$ cat config.mk
export PLATFORM = sky130hd
export DESIGN_NAME = output_pin_remap_8_to_19
export DESIGN_NICKNAME = d
export VERILOG_FILES = /design/src/rtl/pin_remap_pkg.sv /design/src/rtl/output_pin_remap_8_to_19.sv /design/src/rtl/pin_output_router.sv /design/src/rtl/selector_pair_reg.sv
export SDC_FILE = /design/constraint.sdc
export NUM_CORES = 1
export LEC_CHECK = 0
export BUFFER_PORTS_ARGS = -buffer_cell sky130_fd_sc_hd__clkbuf_2
export CAP_MARGIN = 20
export CORE_UTILIZATION = 50
export DETAILED_ROUTE_END_ITERATION = 8
export PLACE_DENSITY = 0.7
export SYNTH_ARGS = -nofsm -noshare
export SYNTH_HDL_FRONTEND = slang
export SYNTH_SLANG_ARGS = --single-unit
$ cat constraint.sdc
create_clock -name CLK_SYS_I -period 3.15 [get_ports CLK_SYS_I]
set_input_delay 0.63 -clock CLK_SYS_I [delete_from_list [all_inputs] [get_ports CLK_SYS_I]]
set_output_delay 0.63 -clock CLK_SYS_I [all_outputs]
set_load 0.03 [all_outputs]
$ cat src/rtl/pin_remap_pkg.sv
package pin_remap_pkg;

  // Selector field layout
  localparam int SEL_W = 6;
  localparam int ODD_LSB = 8;
  localparam int EVEN_LSB = 0;
  localparam int REG_W = 16;

  // Pin and function counts
  localparam int PAIR_COUNT = 6;
  localparam int PIN_COUNT = 12;
  localparam int PIN_FIRST = 8;
  localparam int FUNC_COUNT = 64;
  localparam int ABSENT_PAIR = 3;

  // Values after reset
  localparam logic [5:0] SEL_RESET = 6'h00;
  localparam logic [5:0] FUNC_NONE = 6'h00;
  localparam logic [31:0] WORD_ZERO = 32'h0000_0000;
  localparam logic [7:0] ERR_ADDR_RESET = 8'h00;

  // Byte offsets on the bus
  localparam int ADDR_W = 8;
  localparam logic [7:0] OFF_PIN_OUTPUT_SELECT_8_9 = 8'h00;
  localparam logic [7:0] OFF_PIN_OUTPUT_SELECT_10_11 = 8'h04;
  localparam logic [7:0] OFF_PIN_OUTPUT_SELECT_12_13 = 8'h08;
  localparam logic [7:0] OFF_PIN_OUTPUT_SELECT_14_15 = 8'h0c;
  localparam logic [7:0] OFF_PIN_OUTPUT_SELECT_16_17 = 8'h10;
  localparam logic [7:0] OFF_PIN_OUTPUT_SELECT_18_19 = 8'h14;
  localparam logic [7:0] OFF_MAPPED_STATUS = 8'h18;
  localparam logic [7:0] OFF_PIN_LEVEL_STATUS = 8'h1c;
  localparam logic [7:0] OFF_BUS_ERROR = 8'h20;

  // Bus error register fields
  localparam int ERR_FLAG_BIT = 0;
  localparam int ERR_ADDR_LSB = 8;

  // One bus request as seen by the slave
  typedef struct packed {
    logic sel;
    logic enable;
    logic write;
    logic [ADDR_W-1:0] addr;
    logic [31:0] wdata;
    logic [3:0] strb;
  } apb_req_type;

  // Two selectors of one mapping register
  typedef struct packed {
    logic [SEL_W-1:0] odd;
    logic [SEL_W-1:0] even;
  } sel_pair_type;

  // Drive of one remappable pin
  typedef struct packed {
    logic data;
    logic oe;
    logic mapped;
  } pin_drive_type;

endpackage

$ cat src/rtl/output_pin_remap_8_to_19.sv
// Design decisions made here: the APB register port and the register addresses.
`timescale 1ns/1ps
module output_pin_remap_8_to_19
  import pin_remap_pkg::*;
#(
  parameter bit SMALL_PACKAGE = 1'b0
) (
  // Clock and reset
  input wire logic CLK_SYS_I,
  input wire logic RESETN_I,
  // APB slave
  input wire logic PSEL_I,
  input wire logic PENABLE_I,
  input wire logic PWRITE_I,
  input wire logic [ADDR_W-1:0] PADDR_I,
  input wire logic [31:0] PWDATA_I,
  input wire logic [3:0] PSTRB_I,
  output logic [31:0] PRDATA_O,
  output logic PREADY_O,
  output logic PSLVERR_O,
  // Peripheral output functions
  input wire logic [FUNC_COUNT-1:1] FUNC_OUT_I,
  input wire logic [FUNC_COUNT-1:1] FUNC_OE_I,
  // Remappable pins 8 to 19, bit 0 is pin 8
  output logic [PIN_COUNT-1:0] PIN_OUT_O,
  output logic [PIN_COUNT-1:0] PIN_OE_O,
  output logic [PIN_COUNT-1:0] PIN_MAPPED_O
);

  // Pack two selectors into one word, gaps held at zero
  function automatic logic [31:0] pack_pair(input sel_pair_type p);
    logic [31:0] w;
    w = WORD_ZERO;
    w[ODD_LSB +: SEL_W] = p.odd;
    w[EVEN_LSB +: SEL_W] = p.even;
    return w;
  endfunction

  // Map a byte address onto a mapping register index
  function automatic logic [3:0] pair_decode(input logic [ADDR_W-1:0] a);
    logic [3:0] r;
    case (a)
      OFF_PIN_OUTPUT_SELECT_8_9: r = 4'h8;
      OFF_PIN_OUTPUT_SELECT_10_11: r = 4'h9;
      OFF_PIN_OUTPUT_SELECT_12_13: r = 4'ha;
      OFF_PIN_OUTPUT_SELECT_14_15: r = 4'hb;
      OFF_PIN_OUTPUT_SELECT_16_17: r = 4'hc;
      OFF_PIN_OUTPUT_SELECT_18_19: r = 4'hd;
      default: r = 4'h0;
    endcase
    return r;
  endfunction

  // Bus request in one carrier
  apb_req_type req;
  assign req = '{sel: PSEL_I, enable: PENABLE_I, write: PWRITE_I, addr: PADDR_I,
                 wdata: PWDATA_I, strb: PSTRB_I};

  // Bus state
  logic pready_q;
  logic pready_d;
  logic pslverr_q;
  logic pslverr_d;
  logic [31:0] prdata_q;
  logic [31:0] prdata_d;

  // Error capture state
  logic err_flag_q;
  logic err_flag_d;
  logic [ADDR_W-1:0] err_addr_q;
  logic [ADDR_W-1:0] err_addr_d;

  // Phase and decode wires
  logic setup;
  logic access;
  logic [3:0] pair_code;
  logic pair_hit;
  logic [2:0] pair_idx;
  logic hit_mapped;
  logic hit_level;
  logic hit_error;
  logic hit_any;
  logic read_only_hit;
  logic refused;
  logic wr_pair;
  logic wr_error;
  logic err_clear;
  logic err_set;

  // Selector and pin state
  sel_pair_type pairs [PAIR_COUNT];
  logic [SEL_W-1:0] pin_sel [PIN_COUNT];
  pin_drive_type drives [PIN_COUNT];
  logic [PIN_COUNT-1:0] pin_data;
  logic [PIN_COUNT-1:0] pin_oe;
  logic [PIN_COUNT-1:0] pin_mapped;

  // Read data sources
  logic [31:0] pair_word;
  logic [31:0] mapped_word;
  logic [31:0] level_word;
  logic [31:0] error_word;
  logic [31:0] read_word;

  // Phases: answer is always ready in the access cycle
  assign setup = req.sel & ~req.enable;
  assign access = req.sel & req.enable & pready_q;

  // Address decode
  assign pair_code = pair_decode(req.addr);
  assign pair_hit = pair_code[3];
  assign pair_idx = pair_code[2:0];
  assign hit_mapped = req.addr == OFF_MAPPED_STATUS;
  assign hit_level = req.addr == OFF_PIN_LEVEL_STATUS;
  assign hit_error = req.addr == OFF_BUS_ERROR;
  assign hit_any = pair_hit | hit_mapped | hit_level | hit_error;

  // Status words are read only; a write there is refused, not dropped silently
  assign read_only_hit = hit_mapped | hit_level;
  assign refused = ~hit_any | (req.write & read_only_hit);

  // Write strobes take effect only at the access edge
  assign wr_pair = access & req.write & pair_hit;
  assign wr_error = access & req.write & hit_error & req.strb[0];

  // Selector registers, pairs ascend from pins 8 and 9
  genvar g;
  generate
    for (g = 0; g < PAIR_COUNT; g++) begin : gen_pair
      // pin 15 removed on the small package
      selector_pair_reg #(
        .ODD_PRESENT(!(SMALL_PACKAGE && (g == ABSENT_PAIR)))
      ) u_pair (
        .clk_i(CLK_SYS_I),
        .resetn_i(RESETN_I),
        .wr_en_i(wr_pair && (pair_idx == 3'(g))),
        .strb_i(req.strb[1:0]),
        .wdata_i(req.wdata[REG_W-1:0]),
        .pair_o(pairs[g])
      );
      assign pin_sel[2 * g] = pairs[g].even;
      assign pin_sel[2 * g + 1] = pairs[g].odd;
    end
  endgenerate

  // One router per pin
  generate
    for (g = 0; g < PIN_COUNT; g++) begin : gen_pin
      pin_output_router u_router (
        .clk_i(CLK_SYS_I),
        .resetn_i(RESETN_I),
        .sel_i(pin_sel[g]),
        .func_out_i(FUNC_OUT_I),
        .func_oe_i(FUNC_OE_I),
        .drive_o(drives[g])
      );
      assign pin_data[g] = drives[g].data;
      assign pin_oe[g] = drives[g].oe;
      assign pin_mapped[g] = drives[g].mapped;
    end
  endgenerate

  // Read words
  // bits 15-14 zero
  assign pair_word = pair_hit ? pack_pair(pairs[pair_idx]) : WORD_ZERO;
  assign mapped_word = {20'h00000, pin_mapped};
  assign level_word = {4'h0, pin_oe, 4'h0, pin_data};
  assign error_word = {16'h0000, err_addr_q, 7'h00, err_flag_q};

  // Read mux, zero for anything unmapped
  assign read_word = pair_hit ? pair_word :
                     hit_mapped ? mapped_word :
                     hit_level ? level_word :
                     hit_error ? error_word : WORD_ZERO;

  // Answer prepared in setup so every bus output leaves a flop
  assign pready_d = setup;
  assign pslverr_d = setup & refused;
  assign prdata_d = (setup & ~req.write & ~refused) ? read_word : WORD_ZERO;

  // Bus answer registers
  always_ff @(posedge CLK_SYS_I or negedge RESETN_I) begin
    if (!RESETN_I) begin
      pready_q <= 1'b0;
      pslverr_q <= 1'b0;
      prdata_q <= WORD_ZERO;
    end else begin
      pready_q <= pready_d;
      pslverr_q <= pslverr_d;
      prdata_q <= prdata_d;
    end
  end

  // Sticky refused-access flag; a new refusal beats a clear in the same edge
  assign err_set = access & pslverr_q;
  assign err_clear = wr_error & req.wdata[ERR_FLAG_BIT];
  assign err_flag_d = err_set | (err_flag_q & ~err_clear);
  assign err_addr_d = err_set ? req.addr : err_addr_q;

  // Error capture registers
  always_ff @(posedge CLK_SYS_I or negedge RESETN_I) begin
    if (!RESETN_I) begin
      err_flag_q <= 1'b0;
      err_addr_q <= ERR_ADDR_RESET;
    end else begin
      err_flag_q <= err_flag_d;
      err_addr_q <= err_addr_d;
    end
  end

  // Outputs, all from flops
  assign PREADY_O = pready_q;
  assign PSLVERR_O = pslverr_q;
  assign PRDATA_O = prdata_q;
  assign PIN_OUT_O = pin_data;
  assign PIN_OE_O = pin_oe;
  assign PIN_MAPPED_O = pin_mapped;

endmodule

$ cat src/rtl/pin_output_router.sv
`timescale 1ns/1ps
module pin_output_router
  import pin_remap_pkg::*;
(
  // Clock and reset
  input wire logic clk_i,
  input wire logic resetn_i,
  // Selector for this pin
  input wire logic [SEL_W-1:0] sel_i,
  // Peripheral outputs, function 0 means none
  input wire logic [FUNC_COUNT-1:1] func_out_i,
  input wire logic [FUNC_COUNT-1:1] func_oe_i,
  // Registered pin drive
  output pin_drive_type drive_o
);

  pin_drive_type drive_q;
  pin_drive_type drive_d;
  logic mapped;

  assign mapped = sel_i != FUNC_NONE;
  assign drive_d.mapped = mapped;
  assign drive_d.data = mapped ? func_out_i[sel_i] : 1'b0;
  assign drive_d.oe = mapped ? func_oe_i[sel_i] : 1'b0;

  // Registered so the pad sees no glitch while the selector changes
  always_ff @(posedge clk_i or negedge resetn_i) begin
    if (!resetn_i) begin
      drive_q <= '{data: 1'b0, oe: 1'b0, mapped: 1'b0};
    end else begin
      drive_q <= drive_d;
    end
  end

  assign drive_o = drive_q;

endmodule

$ cat src/rtl/selector_pair_reg.sv
`timescale 1ns/1ps
module selector_pair_reg
  import pin_remap_pkg::*;
#(
  parameter bit ODD_PRESENT = 1'b1
) (
  // Clock and reset
  input wire logic clk_i,
  input wire logic resetn_i,
  // Write port
  input wire logic wr_en_i,
  input wire logic [1:0] strb_i,
  input wire logic [REG_W-1:0] wdata_i,
  // Stored selectors
  output sel_pair_type pair_o
);

  sel_pair_type pair_q;
  sel_pair_type pair_d;
  logic wr_odd;
  logic wr_even;

  // Byte lane 1 holds the odd selector, lane 0 the even one
  // absent selector never loads
  assign wr_odd = wr_en_i & strb_i[1] & ODD_PRESENT;
  assign wr_even = wr_en_i & strb_i[0];
  assign pair_d.odd = wr_odd ? wdata_i[ODD_LSB +: SEL_W] : pair_q.odd;
  assign pair_d.even = wr_even ? wdata_i[EVEN_LSB +: SEL_W] : pair_q.even;

  always_ff @(posedge clk_i or negedge resetn_i) begin
    if (!resetn_i) begin
      pair_q <= '{odd: SEL_RESET, even: SEL_RESET};
    end else begin
      pair_q <= pair_d;
    end
  end

  assign pair_o = ODD_PRESENT ? pair_q : sel_pair_type'{odd: SEL_RESET, even: pair_q.even};

endmodule

==> metrics.md <==
| Metric | Value |
|---|---|
| Endpoints failing hold | 0 |
| Max-slew violations | 0 |
| Most frequent cell after synthesis | mux4_2 |
| Initial antenna violation count | 11 |
| Clock sinks | 147 |
| Setup_tns | 0 ns |
| GRT overflow | 0 |
| XOR/XNOR Fraction of Synth Area | 0 |
| Flop2flop setup slack | 0.39 ns |
| Number of distinct library cells after synthesis | 67 |
| Final setup vio count | 0 |
| Die ar. | 0.0393 sq mm |
| Nets | 1776 |
| Worst-path fanout max | 26 |
| Via density per instance | 8.13 |
| Die Y | 198 um |
| Boundary pin count | 245 |
| Synth warnings | 0 |
| CTS tree | built |
| Worst VDD drop | 0.374 mV |
| Largest family of logic cells by synthesized area | multiplexers |
| 1st-iter DRT viols | 3352 |
| Via count of the routed design | 17300 |
| Average routed wire per standard cell | 35.9 um |
| Max Cap Violations | 0 |
| WHS | 0.232 ns |
| Sequential fraction of the synthesis area | 0.191 |
| Slowest-stage cell, CP | dfrtp_2 |
| Adder-cell share of the synthesized area | 0 |
| Site row count | 71 |
| Synth Area in Compound Gates | 0.0711 |
| CTS clk-pin slew, worst paths | 0.06 ns |
| Slew headroom | 0.311 |
| Synth Register Bits | 147 |
| WL final | 76.6 mm |
| Core Footprint | 0.0378 sq mm |
| Port bufs | 218 |
| Area grow syn2layout | 10.0% |
| # DRC | 0 |
| CP Cell Sequence | buf_4, mux4_2, mux4_2, nor3_1, nor3_1 |
| Multiplexer share of the synthesized area | 0.596 |
| CP Capture Type | register |
| Tcrit/Tclk final | 0.875 |
| RR Startpoint | gen_pair[0].u_pair.pair_o[0] |
| RSZ-0062 raised after global routing | false |
| Placed Cells | 2093 |
| Slew @ Worst Pin | 1.03 ns |
| Fillers | 3067 |
| Fin Clk Skew | 0.0115 ns |
| Layout cells sized above 1 | 0.543 |
| Setup ws final | 0.394 ns |
| Mapped Area | 0.0193 sq mm |
| CP Class | reg2reg |
| Setup bufs post-CTS | 0 |
| CP Launch Type | register |
| Post-CTS sizing | 0 |
| Simple-Gate Fraction of Synth Area | 0.0722 |
| Run status | completed |
| Gr usage total | 0.399 |
| # H-tree levels | 4 |
| Largest net degree at the start of global routing | 80 |
| RePlAce Congestion | 1.04 |
| WP data required | 3.46 ns |
| CTS buffer count | 17 |
| First-pass GRT wire length | 112 mm |
| Post-synth top area share | 0.457 |
| Fin crit period | 2.76 ns |
| Synth top cells by count | 391 x mux4_2, 211 x clkbuf_1, 147 x dfrtp_1, 120 x mux2i_1, 109 x mux2_2 |
| Antenna-violating nets left | 0 |
| Root buffer cell | clkbuf_16 |
| Pwr dens | 253 mW/mm^2 |
| Main synth FF type | dfrtp_1 |
| CP arrival | 3.06 ns |
| Detailed placement HPWL | 54.1 mm |
| RR Endpoint | gen_pin[0].u_router.drive_o[1] |
| Hold_buf cts | 0 |
| Pre-CTS setup slack | 0.302 ns |
| Area contributors post-synth | mux4_2 46%, dfrtp_1 19%, mux2_2 6.4% |
| Mapped Cells | 1569 |
| Detailed Routing Iterations Pass 1 | 5 |
| Worst-Skew Late Latency | 0.45 ns |
| Leak | 7.48 nW |
| Layout Cells excl Fill | 2133 |
| Die width | 198 um |
| Clk buf depth | 2 |
| Yosys top cell by area | mux4_2 |
| Post-synth EDFFs | 0 |
| Hold Crit Class | in2async |
| FF-to-FF path depth | 5 |
| Initial Util | 0.510 |
| Vias in the first global route | 16500 |
| Crit path largest cell delay | 0.87 ns |
| Max Clk Rate | 363 MHz |
| Asr flop ratio synth | 1.00 |
| Mean Syn Cell Area | 12.3 sq um |
==> flip-flops by register name, indices dropped and copies added, names as in the netlist <==
name                      flops
err_addr_q                    8
PRDATA_O                     28
gen_pin.u_router.drive_o     36
gen_pair.u_pair.pair_o       72
PSLVERR_O                     1
PREADY_O                      1
err_flag_q                    1
==> layer usage <==
metal	vias up	routed length [um]	part of all wire	global-route usage
li1	6427	-	-	-
met1	8472	24600	0.32	0.520
met2	1984	32600	0.43	0.581
met3	441	14400	0.19	0.161
met4	12	4900	0.064	0.183
met5	-	85	0.0011	0
==> metrics by stage <==
| stage | util | power (mW) | area, sq um |
|---|---|---|---|
| 6_report | 0.561 | 5.35 | 21200 |
| 5_1_grt | 0.561 | 5.48 | 21200 |
| 4_1_cts | 0.561 | 5.32 | 21200 |
| 3_5_place_dp | 0.544 | 3.16 | 20600 |
| 3_3_place_gp | 0.544 | 3.13 | 20600 |
| 2_1_floorplan | - | 2.71 | 19300 |
==> power by group <==
group | internal [mW] | switching [mW]
combinational | 0.521 | 0.709
clock | 1.28 | 0.887
sequential | 1.92 | 0.0368
total | 3.72 | 1.63
==> final cells by class <==
type	count	area (sq um)	share of cell area
Tap cell	511	639	0.0302
Sequential cell	147	3690	0.174
Antenna cell	8	20.0	0.000945
Inverter	16	60.1	0.00283
Clock inverter	14	178	0.00838
Multi-Input combinational cell	1111	14300	0.673
Clock buffer	18	439	0.0207
Timing Repair Buffer	308	1900	0.0896
==> cell usage in the layout, fill, tap and decap left out, drive strengths merged, types with 5 or more instances in the layout <==
cell,n
mux2i,120
o21ai,36
nand3,22
a221oi,5
nor3,22
mux4,391
mux2,127
o22a,5
a2111oi,5
nor2,43
nand2,68
diode,8
and3,8
nand3b,6
nor2b,17
a21oi,74
and2,19
dfrtp,147
nor4,17
o211ai,13
a211oi,20
o31ai,5
a22oi,7
clkbuf,235
nand4,7
nand2b,11
o221ai,7
inv,20
o22ai,14
buf,91
==> critical path, delay by kind of cell (launching register included) <==
kind,cells,cell delay [ns]
multiplexers,2,1.05
flip-flops,1,0.87
AND/OR/NAND/NOR,2,0.39
buffers and inverters,1,0.26
==> cells by family after synthesis <==
family          count (synthesis)
mux                           638
buf+inv                       314
other cells                     1
compound gates                211
simple gates                  258
flops                         147
==> worst max path at each step <==
stage / endpoint / cells past startpoint / slack (ns) / startpoint
3_5_place_dp: gen_pair[5].u_pair.pair_o[1] / 7 / 0.30 / PADDR_I[6]
6_report: gen_pin[0].u_router.drive_o[1] / 5 / 0.39 / gen_pair[0].u_pair.pair_o[0]
2_1_floorplan: PRDATA_O[5] / 7 / 0.66 / PADDR_I[6]
4_1_cts: gen_pin[0].u_router.drive_o[1] / 5 / 0.41 / gen_pair[0].u_pair.pair_o[0]
5_1_grt: gen_pin[0].u_router.drive_o[1] / 5 / 0.26 / gen_pair[0].u_pair.pair_o[0]
3_3_place_gp: gen_pair[0].u_pair.pair_o[2] / 6 / 0.30 / PADDR_I[6]
No activity file was read; power rests on OpenSTA's default activity.
